--- src/rtl/fft_pkg.sv ---
package fft_pkg;

    // ************************************************
    // register offsets
    // ************************************************
    localparam logic [7:0] ADDR_WIRING   = 8'h50;
    localparam logic [7:0] ADDR_PRI_V    = 8'h51;
    localparam logic [7:0] ADDR_SEC_V    = 8'h52;
    localparam logic [7:0] ADDR_TC       = 8'h53;
    localparam logic [7:0] ADDR_UV_EN    = 8'h58;
    localparam logic [7:0] ADDR_OV_EN    = 8'h59;
    localparam logic [7:0] ADDR_TC_EN    = 8'h5a;
    localparam logic [7:0] ADDR_MISC     = 8'h5c;
    localparam logic [7:0] ADDR_LOG_STAT = 8'h5f;
    localparam logic [7:0] ADDR_INT_STAT = 8'h60;
    localparam logic [7:0] ADDR_INT_CLR  = 8'h61;
    localparam logic [7:0] ADDR_INT_EN   = 8'h62;

    // ************************************************
    // field positions and masks
    // ************************************************
    localparam int         MISC_NOISE_BIT = 6;
    localparam int         MISC_STORE_BIT = 7;
    localparam int         LOG_LOCK_BIT   = 1;
    localparam int         INT_LOG_BIT    = 0;
    localparam int         INT_PRI_BIT    = 1;
    localparam int         INT_WIRE_BIT   = 2;
    localparam logic [7:0] MISC_MASK      = 8'hc0;
    localparam logic [7:0] TC_EN_MASK     = 8'h0f;
    localparam logic [7:0] INT_MASK       = 8'h07;

    // ************************************************
    // reset values and sizes
    // ************************************************
    localparam logic [7:0] RST_LOG_EN = 8'h00;
    localparam logic [7:0] RST_MISC   = 8'h00;
    localparam logic [7:0] RST_INT    = 8'h00;
    localparam int         NUM_CH     = 12;
    localparam int         RES_W      = 10;
    localparam int         LOG_W      = 8;

    // ************************************************
    // carriers
    // ************************************************
    typedef struct packed {
        logic [7:0] uv_pri;
        logic [7:0] ov_pri;
        logic [7:0] uv_sec;
        logic [7:0] ov_sec;
        logic [2:0] ot_pri;
        logic [2:0] ot_sec;
        logic       oc_pri;
        logic       oc_sec;
        logic [1:0] rs_short;
        logic [1:0] rs_open;
    } fft_cmp_type;

    typedef struct packed {
        logic [7:0] tc;
        logic [7:0] sec_v;
        logic [7:0] pri_v;
        logic [7:0] wiring;
    } fft_flags_type;

    typedef struct packed {
        logic [7:0] addr;
        logic [7:0] wdata;
        logic       wr;
        logic       rd;
    } fft_bus_type;

    // any enabled primary condition present
    function automatic logic log_cond(fft_cmp_type c, logic [7:0] uv_en,
                                      logic [7:0] ov_en, logic [7:0] tc_en);
        log_cond = (|(c.uv_pri & uv_en)) | (|(c.ov_pri & ov_en))
                 | (c.oc_pri & tc_en[0]) | (|(c.ot_pri & tc_en[3:1]));
    endfunction : log_cond

endpackage : fft_pkg

--- src/rtl/fft_flag_eval.sv ---
`timescale 1ns/1ps
`default_nettype none
module fft_flag_eval (
    // clock and reset
    input  wire logic                  mclk,
    input  wire logic                  rst_n,
    // comparison results
    input  wire logic                  cycle_done,
    input  wire fft_pkg::fft_cmp_type  cmp,
    // flags
    output var  fft_pkg::fft_flags_type flags,
    output logic                       flags_upd
);

    logic [7:0] pri_v;
    logic [7:0] sec_v;

    // ************************************************
    // per input window check
    // ************************************************
    genvar i;
    for (i = 0; i < 8; i++) begin : g_vin
        assign pri_v[i] = cmp.uv_pri[i] | cmp.ov_pri[i];
        assign sec_v[i] = cmp.uv_sec[i] | cmp.ov_sec[i];
    end

    // ************************************************
    // flag update once per converter cycle
    // ************************************************
    always_ff @(posedge mclk) begin
        if (!rst_n) begin
            flags <= '0;
        end else if (cycle_done) begin
            flags.wiring <= {4'h0, cmp.rs_open[1], cmp.rs_short[1],
                             cmp.rs_open[0], cmp.rs_short[0]};
            flags.pri_v  <= pri_v;
            flags.sec_v  <= sec_v;
            flags.tc     <= {cmp.oc_sec, cmp.oc_pri, cmp.ot_sec, cmp.ot_pri};
        end
    end

    always_ff @(posedge mclk) begin
        if (!rst_n) begin
            flags_upd <= 1'b0;
        end else begin
            flags_upd <= cycle_done;
        end
    end

endmodule : fft_flag_eval
`default_nettype wire

--- src/rtl/fft_log_trigger.sv ---
`timescale 1ns/1ps
`default_nettype none
module fft_log_trigger (
    // clock and reset
    input  wire logic                 mclk,
    input  wire logic                 rst_n,
    // comparison results
    input  wire logic                 cycle_done,
    input  wire fft_pkg::fft_cmp_type cmp,
    // settings
    input  wire logic [7:0]           uv_en,
    input  wire logic [7:0]           ov_en,
    input  wire logic [7:0]           tc_en,
    input  wire logic                 noise_en,
    input  wire logic                 unlock,
    // trigger
    output logic                      trig,
    output logic                      locked
);

    logic cond_now;
    logic prev_cond;
    logic fire;

    assign cond_now = fft_pkg::log_cond(cmp, uv_en, ov_en, tc_en);
    assign fire     = cycle_done && cond_now && (!noise_en || prev_cond)
                    && !locked;

    // ************************************************
    // persistence of the condition
    // ************************************************
    always_ff @(posedge mclk) begin
        if (!rst_n) begin
            prev_cond <= 1'b0;
        end else if (cycle_done) begin
            prev_cond <= cond_now;
        end
    end

    // ************************************************
    // trigger and lock, set wins over unlock
    // ************************************************
    always_ff @(posedge mclk) begin
        if (!rst_n) begin
            trig   <= 1'b0;
            locked <= 1'b0;
        end else begin
            trig   <= fire;
            locked <= fire || (locked && !unlock);
        end
    end

endmodule : fft_log_trigger
`default_nettype wire

--- src/rtl/fft_fault_flag_log.sv ---
// Functional notes
// - short on remote sensor one sets wiring flag bit 0, sensor two bit 2.
// - open on remote sensor one sets wiring flag bit 1, sensor two bit 3.
// - voltage input n outside primary limits sets primary flag bit n-1.
// - voltage input n outside secondary limits sets secondary flag bit n-1.
// - primary overtemperature of internal, remote one, remote two sets bits 0..2.
// - secondary overtemperature of internal, remote one, remote two sets bits 3..5.
// - primary overcurrent sets bit 6, secondary overcurrent sets bit 7.
// - enabled undervoltage on input n starts a fault log.
// - enabled overvoltage on input n starts a fault log.
// - enable bit 0 lets primary overcurrent start a fault log.
// - enable bits 1..3 let overtemperature of each sensor start a fault log.
// - a log locks further triggers; writing one to lock bit unlocks.
// - noise setting demands the condition on two consecutive converter cycles.
// - a log always stores flags, and result MSBs when storing is enabled.
//
// Added by the designer: strobed register access.
`timescale 1ns/1ps
`default_nettype none
module fft_fault_flag_log (
    // clock and reset
    input  wire logic                          mclk,
    input  wire logic                          rst_n,
    // register port
    input  wire logic [7:0]                    reg_addr,
    input  wire logic [7:0]                    reg_wdata,
    input  wire logic                          reg_wr,
    input  wire logic                          reg_rd,
    output logic [7:0]                         reg_rdata,
    // monitor results
    input  wire logic                          cycle_done,
    input  wire fft_pkg::fft_cmp_type          cmp,
    input  wire logic [11:0][9:0]              results,
    // fault log
    output logic                               log_start,
    output var  fft_pkg::fft_flags_type        log_flags,
    output logic [11:0][7:0]                   log_results,
    output logic                               log_results_en,
    output logic                               log_locked,
    // interrupt
    output logic                               irq
);

    // ************************************************
    // declarations
    // ************************************************
    fft_pkg::fft_bus_type   bus;
    fft_pkg::fft_flags_type flags;
    logic                   flags_upd;
    logic                   trig;
    logic                   locked;
    logic [7:0]             uv_en_reg;
    logic [7:0]             ov_en_reg;
    logic [7:0]             tc_en_reg;
    logic [7:0]             misc_reg;
    logic [7:0]             int_stat_reg;
    logic [7:0]             int_stat_next;
    logic [7:0]             int_en_reg;
    logic [7:0]             int_clr;
    logic [7:0]             int_event;
    logic [7:0]             rd_value;
    logic                   unlock;
    logic                   noise_en;
    logic                   store_en;

    assign bus      = '{addr: reg_addr, wdata: reg_wdata, wr: reg_wr, rd: reg_rd};
    assign noise_en = misc_reg[fft_pkg::MISC_NOISE_BIT];
    assign store_en = misc_reg[fft_pkg::MISC_STORE_BIT];
    assign unlock   = bus.wr && (bus.addr == fft_pkg::ADDR_LOG_STAT)
                    && bus.wdata[fft_pkg::LOG_LOCK_BIT];

    // ************************************************
    // flag evaluation
    // ************************************************
    fft_flag_eval u_flag_eval (
        .mclk       (mclk),
        .rst_n      (rst_n),
        .cycle_done (cycle_done),
        .cmp        (cmp),
        .flags      (flags),
        .flags_upd  (flags_upd)
    );

    // ************************************************
    // log trigger
    // ************************************************
    fft_log_trigger u_log_trigger (
        .mclk       (mclk),
        .rst_n      (rst_n),
        .cycle_done (cycle_done),
        .cmp        (cmp),
        .uv_en      (uv_en_reg),
        .ov_en      (ov_en_reg),
        .tc_en      (tc_en_reg),
        .noise_en   (noise_en),
        .unlock     (unlock),
        .trig       (trig),
        .locked     (locked)
    );

    // ************************************************
    // log enable registers
    // ************************************************
    always_ff @(posedge mclk) begin
        if (!rst_n) begin
            uv_en_reg <= fft_pkg::RST_LOG_EN;
            ov_en_reg <= fft_pkg::RST_LOG_EN;
            tc_en_reg <= fft_pkg::RST_LOG_EN;
        end else if (bus.wr) begin
            case (bus.addr)
                fft_pkg::ADDR_UV_EN: begin
                    uv_en_reg <= bus.wdata;
                end
                fft_pkg::ADDR_OV_EN: begin
                    ov_en_reg <= bus.wdata;
                end
                fft_pkg::ADDR_TC_EN: begin
                    tc_en_reg <= bus.wdata & fft_pkg::TC_EN_MASK;
                end
                default: begin
                end
            endcase
        end
    end

    // ************************************************
    // settings register
    // ************************************************
    always_ff @(posedge mclk) begin
        if (!rst_n) begin
            misc_reg <= fft_pkg::RST_MISC;
        end else if (bus.wr && (bus.addr == fft_pkg::ADDR_MISC)) begin
            misc_reg <= bus.wdata & fft_pkg::MISC_MASK;
        end
    end

    // ************************************************
    // interrupt enable
    // ************************************************
    always_ff @(posedge mclk) begin
        if (!rst_n) begin
            int_en_reg <= fft_pkg::RST_INT;
        end else if (bus.wr && (bus.addr == fft_pkg::ADDR_INT_EN)) begin
            int_en_reg <= bus.wdata & fft_pkg::INT_MASK;
        end
    end

    // ************************************************
    // interrupt status, set wins over clear
    // ************************************************
    always_comb begin
        int_event = 8'h00;
        int_event[fft_pkg::INT_LOG_BIT]  = trig;
        int_event[fft_pkg::INT_PRI_BIT]  = flags_upd
            && ((|flags.pri_v) || (|flags.tc[2:0]) || flags.tc[6]);
        int_event[fft_pkg::INT_WIRE_BIT] = flags_upd && (|flags.wiring);
        int_clr = 8'h00;
        if (bus.wr && (bus.addr == fft_pkg::ADDR_INT_CLR)) begin
            int_clr = bus.wdata;
        end
        int_stat_next = ((int_stat_reg & ~int_clr) | int_event) & fft_pkg::INT_MASK;
    end

    always_ff @(posedge mclk) begin
        if (!rst_n) begin
            int_stat_reg <= fft_pkg::RST_INT;
        end else begin
            int_stat_reg <= int_stat_next;
        end
    end

    always_ff @(posedge mclk) begin
        if (!rst_n) begin
            irq <= 1'b0;
        end else begin
            irq <= |(int_stat_next & int_en_reg);
        end
    end

    // ************************************************
    // read path
    // ************************************************
    always_comb begin
        case (bus.addr)
            fft_pkg::ADDR_WIRING:   rd_value = {4'h0, flags.wiring[3:0]};
            fft_pkg::ADDR_PRI_V:    rd_value = flags.pri_v;
            fft_pkg::ADDR_SEC_V:    rd_value = flags.sec_v;
            fft_pkg::ADDR_TC:       rd_value = flags.tc;
            fft_pkg::ADDR_UV_EN:    rd_value = uv_en_reg;
            fft_pkg::ADDR_OV_EN:    rd_value = ov_en_reg;
            fft_pkg::ADDR_TC_EN:    rd_value = tc_en_reg;
            fft_pkg::ADDR_MISC:     rd_value = misc_reg;
            fft_pkg::ADDR_LOG_STAT: rd_value = {6'h00, locked, 1'b0};
            fft_pkg::ADDR_INT_STAT: rd_value = int_stat_reg;
            fft_pkg::ADDR_INT_EN:   rd_value = int_en_reg;
            default:                rd_value = 8'h00;
        endcase
    end

    always_ff @(posedge mclk) begin
        if (!rst_n) begin
            reg_rdata <= 8'h00;
        end else if (bus.rd) begin
            reg_rdata <= rd_value;
        end else begin
            reg_rdata <= 8'h00;
        end
    end

    // ************************************************
    // fault log snapshot
    // ************************************************
    always_ff @(posedge mclk) begin
        if (!rst_n) begin
            log_start <= 1'b0;
            log_locked <= 1'b0;
        end else begin
            log_start <= trig;
            log_locked <= locked;
        end
    end

    always_ff @(posedge mclk) begin
        if (!rst_n) begin
            log_flags      <= '0;
            log_results    <= '0;
            log_results_en <= 1'b0;
        end else if (trig) begin
            log_flags      <= flags;
            log_results_en <= store_en;
            for (int c = 0; c < fft_pkg::NUM_CH; c++) begin
                log_results[c] <= store_en ? results[c][9:2] : 8'h00;
            end
        end
    end

    // ************************************************
    // assertion helpers
    // ************************************************
    logic last_cond_reg;

    always_ff @(posedge mclk) begin
        if (!rst_n) begin
            last_cond_reg <= 1'b0;
        end else if (cycle_done) begin
            last_cond_reg <= fft_pkg::log_cond(cmp, uv_en_reg, ov_en_reg, tc_en_reg);
        end
    end
endmodule : fft_fault_flag_log
`default_nettype wire

--- config.mk ---
export PLATFORM = sky130hd
export DESIGN_NAME = fft_fault_flag_log
export DESIGN_NICKNAME = d
export VERILOG_FILES = /design/src/rtl/fft_pkg.sv /design/src/rtl/fft_flag_eval.sv /design/src/rtl/fft_log_trigger.sv /design/src/rtl/fft_fault_flag_log.sv
export SDC_FILE = /design/constraint.sdc
export NUM_CORES = 1
export LEC_CHECK = 0
export BUFFER_PORTS_ARGS = -buffer_cell sky130_fd_sc_hd__buf_2
export CAP_MARGIN = 10
export CORE_MARGIN = 4
export CORE_UTILIZATION = 45
export DETAILED_ROUTE_END_ITERATION = 16
export GPL_ROUTABILITY_DRIVEN = 0
export PLACE_DENSITY = 0.77
export SLEW_MARGIN = 20
export SYNTH_ARGS = -nofsm -noshare
export SYNTH_HDL_FRONTEND = slang
export SYNTH_HIERARCHICAL = 1
export SYNTH_SLANG_ARGS = --single-unit
--- constraint.sdc ---
create_clock -name mclk -period 5.55 [get_ports mclk]
set_clock_uncertainty 0.15 [all_clocks]
set_input_delay 0.8325 -clock mclk [delete_from_list [all_inputs] [get_ports mclk]]
set_output_delay 0.8325 -clock mclk [all_outputs]
set_load 0.005 [all_outputs]
After elaboration in Yosys (flattened, before gate mapping) --
Index checks and enable logic that the tools add are counted.
Cells by class: eq/ne operators 12, bitwise operators 27, reduce and logical (&&, ||, !) cells 29, muxes and demuxes 14
Operator list (count):
- 8-bit by 7-bit equality test with 1-bit output, second input constant | 12
- 8-bit two-way mux | 12
- 8-bit one-hot mux with 11 select lines | 1
- 8-bit OR reduction | 4
- 1-bit bitwise OR | 19
- 8-bit AND | 2
- 1-bit logical AND | 11
- 3-bit AND | 3
- 2-bit AND reduction | 4
- 3-bit OR reduction | 2
- 1-bit logical OR | 4
- 4-bit OR reduction | 1
- 1-bit zero test | 3
- 3-bit two-way mux | 1
- 3-bit inverter | 1
- 3-bit bitwise OR | 1
- 1-bit AND | 1
Word-level totals: output and inout port bits 140, word-level logic and storage cells 117, bits in registers 196, bits of input ports 185

Longest topological paths before layout --
word-level depth 9, gate-level depth with buffers 7, depth with buffers taken out 4

Hierarchy --
The synthesis kept the hierarchy.
Modules (own cells, without submodules):
- fft_fault_flag_log | sequential area each 3363.2 um^2, cells an instance 764, area an instance 7166.9 um^2, instances 1
- fft_flag_eval | sequential area each 580.6 um^2, cells an instance 115, area an instance 1111.1 um^2, instances 1
- fft_log_trigger | sequential area each 60.1 um^2, cells an instance 30, area an instance 222.7 um^2, instances 1

Worst setup path before layout --
OpenSTA, ideal clock, no wires.
path type in2reg, start input reg_addr[2], end register uv_en_reg[0], stages on the path 7, path slack 3046 ps, setup time 116 ps, buffers on the path 3, arrival time 2238 ps, data required time 5284 ps, cell sequence buf_6 > or3b_1 > buf_6 > or4b_4 > buf_6 > mux2i_1 > nor2b_1
On the way: cells in the longest elaborated chain, start to end 2
Ends and longest elaborated chain:
- from (decl) | RTL line fft_fault_flag_log.sv:25 | input wire logic [7:0] reg_addr,
- 8-bit by 7-bit equality test with 1-bit output | RTL line fft_fault_flag_log.sv:110 | case (bus.addr)
- 2-bit AND reduction (no source line)
- to (signal assigned) | RTL line fft_fault_flag_log.sv:106 | uv_en_reg <= fft_pkg::RST_LOG_EN;
- to (signal assigned) | RTL line fft_fault_flag_log.sv:112 | uv_en_reg <= bus.wdata;
- to (decl) | RTL line fft_fault_flag_log.sv:52 | logic [7:0] uv_en_reg;
Every way passes these cells. A chain may end at the register's enable or synchronous reset.

Worst setup path in the final report --
start input reg_addr[2], end register reg_rdata[6]
On the way: cells in the longest elaborated chain, start to end 2, elaborated cells on any way between the ends 12, those cells by class eq/ne (11); mux (1)
Ends and longest elaborated chain:
- 8-bit by 7-bit equality test with 1-bit output | RTL line fft_fault_flag_log.sv:184 | case (bus.addr)
- 8-bit one-hot mux with 11 select lines (*) | RTL line fft_fault_flag_log.sv:184
- to (signal assigned) | RTL line fft_fault_flag_log.sv:204 | reg_rdata <= rd_value;
- to (decl) | RTL line fft_fault_flag_log.sv:29 | output logic [7:0] reg_rdata,
Mark *: on every way between the ends. The rest lies on a longest branch, timed or not.

==> metrics.txt <==
status=complete, no violations; via/cell ratio=5.27; unrepaired setup endpoints after global routing=no; initial antenna violation count=2; Place WS=2.50 ns; die area=21,100 um2; layout cell share with drive strength beyond 1=30.2%; Final Hold Vio Count=0; CTS Root Cell=clkbuf_16; placed cell area=9980 um2; # Post-CTS Setup Buffers=0; FP Rows=49; leakage power=0.00460 uW; Final Cycle Share=49.7%; clk sinks=200; Worst Hold Class=reg -> reg; hold_sp=uv_en_reg[3]; biggest regs=log_results: 96 flops, log_flags: 32 flops, u_flag_eval/flags: 28 flops; # Max-Cap Violations=0; Routed Antenna Nets=0; DRT met1 WL=9.74 mm; Worst-Skew Late Latency=0.43 ns; Critical Path Source Type=input port; First-pass DRT Iterations=6; number of port buffers=300; Syn Area/Cell=9.36 um2; Req. time, crit path=5.71 ns; met3 WL post-DR=2.20 mm; worst-margin pin slew=1.05 ns; max frequency=363 MHz; largest net degree at the start of global routing=98; crit path from=reg_addr[2]; DRT iter0 DRCs=467; Finished Cell Area=10,600 um2; Hold-fix buffers, CTS=0; post-layout min period=2.76 ns; number of global-route vias before repair=7,164; Clk pin slew, worst setup/hold paths=0.07 ns; global-route usage over all layers=21.7%; nets=1,352; Worst EP arrival=2.92 ns; Hold Path Depth=2; final WL=24.0 mm; Register Area=4010 um2; Die W=145 um; Post-DP HPWL=17.0 mm; worst-case clock buffer depth=2; cts bufs inserted=17; kind of critical path=in -> reg; post-layout util=57.8%; remaining global-route overflow=0; Crit. End Element=flop; first-pass GRT wire length=37.6 mm; met2 WL=11.4 mm; critical path fanouts, max=10; pwr dens=271 nW/um2; vias after detailed routing=7,437; setup ws final=2.79 ns; TritonCTS clock tree=done; area of the multi-input gates=4120 um2; worst relative slew slack=29.3%; P&R area growth vs syn=24.4%; Final Setup Violations=0; # fillers=1,679; Max rail drop VDD=0.204 mV; Core ar.=18,300 um2; max FFs per register=96; DRC=0; Post-Syn Instances=908; synthesis warning total=6; Slew Limit Fails=0; DR top layer=met4; Final Power=2870 uW; IO Count=325; Post-CTS Resized=0; die height=145 um; Fin Setup TNS=0 ns; Netlist Area Pre-Place=8500 um2; Worst R2R Path Depth=4; H-tree depth=4; largest register by flop count=log_results; starting density of the core=46.5%; Reg-to-Reg Start=u_log_trigger/trig; routed length per instance=17.1 um
[cell usage in the layout (no fill, tap or decap), types with 3 or more instances in the layout]
master and n:
nand3_1 11, nor2_1 25, buf_2 299, nand3b_1 6
nor3_1 7, a211oi_1 6, a21boi_0 8, clkbuf_16 17
a32oi_1 5, a22oi_1 14, a21oi_1 116, and2_1 4
nor2b_1 261, nand2b_1 4, buf_4 5, a22o_1 6
nand2_1 20, nor4_1 7, inv_6 3, mux2_2 5
o21ai_0 23, dfxtp_1 199, o22ai_1 5, conb_1 4
inv_1 8, mux2i_1 70, clkinv_4 4, inv_8 3
[layer usage]
metal | track usage [%] | up-vias
li1 | - | 3588
met2 | 35.4 | 352
met1 | 27.2 | 3429
met3 | 6.45 | 68
met5 | 0 | -
met4 | 8.36 | 0
[metrics by stage]
step | instances | hold WS, ns
3_3_place_gp | 1376 | 0.335
6_report | 1410 | 0.348
5_1_grt | 1410 | 0.365
2_1_floorplan | 911 | 0.302
4_1_cts | 1407 | 0.351
3_5_place_dp | 1376 | 0.341
[path summary, 6_finish.rpt]
path | end | slack (ns)
worst max-delay path | reg_rdata[6] | 2.79
worst min-delay path | uv_en_reg[3] | 0.35
worst max register to register | log_results[60] | 2.93
worst min register to register | uv_en_reg[3] | 0.35
[critical path, cell delays in order]
cell      delay (ns)
buf_2           0.17
or3b_1          0.55
nor4_2          0.85
nand2_1         0.17
a211oi_1        0.35
[power by group]
group          total, uW  internal (uW)  switching, uW
Clock               1230            645            582
Combinational        174           87.4           86.6
Sequential          1470           1450           18.9
[cell type report]
class / count / share of cell area [%]
Antenna cell: 2 / 0.0474
Clock buffer: 18 / 4.16
Clock inverter: 13 / 1.30
Inverter: 8 / 0.284
Multi-Input combinational cell: 635 / 39.0
Sequential cell: 200 / 37.9
Tap cell: 229 / 2.71
Timing Repair Buffer: 305 / 14.6
Power figures use the tool's default switching activity.
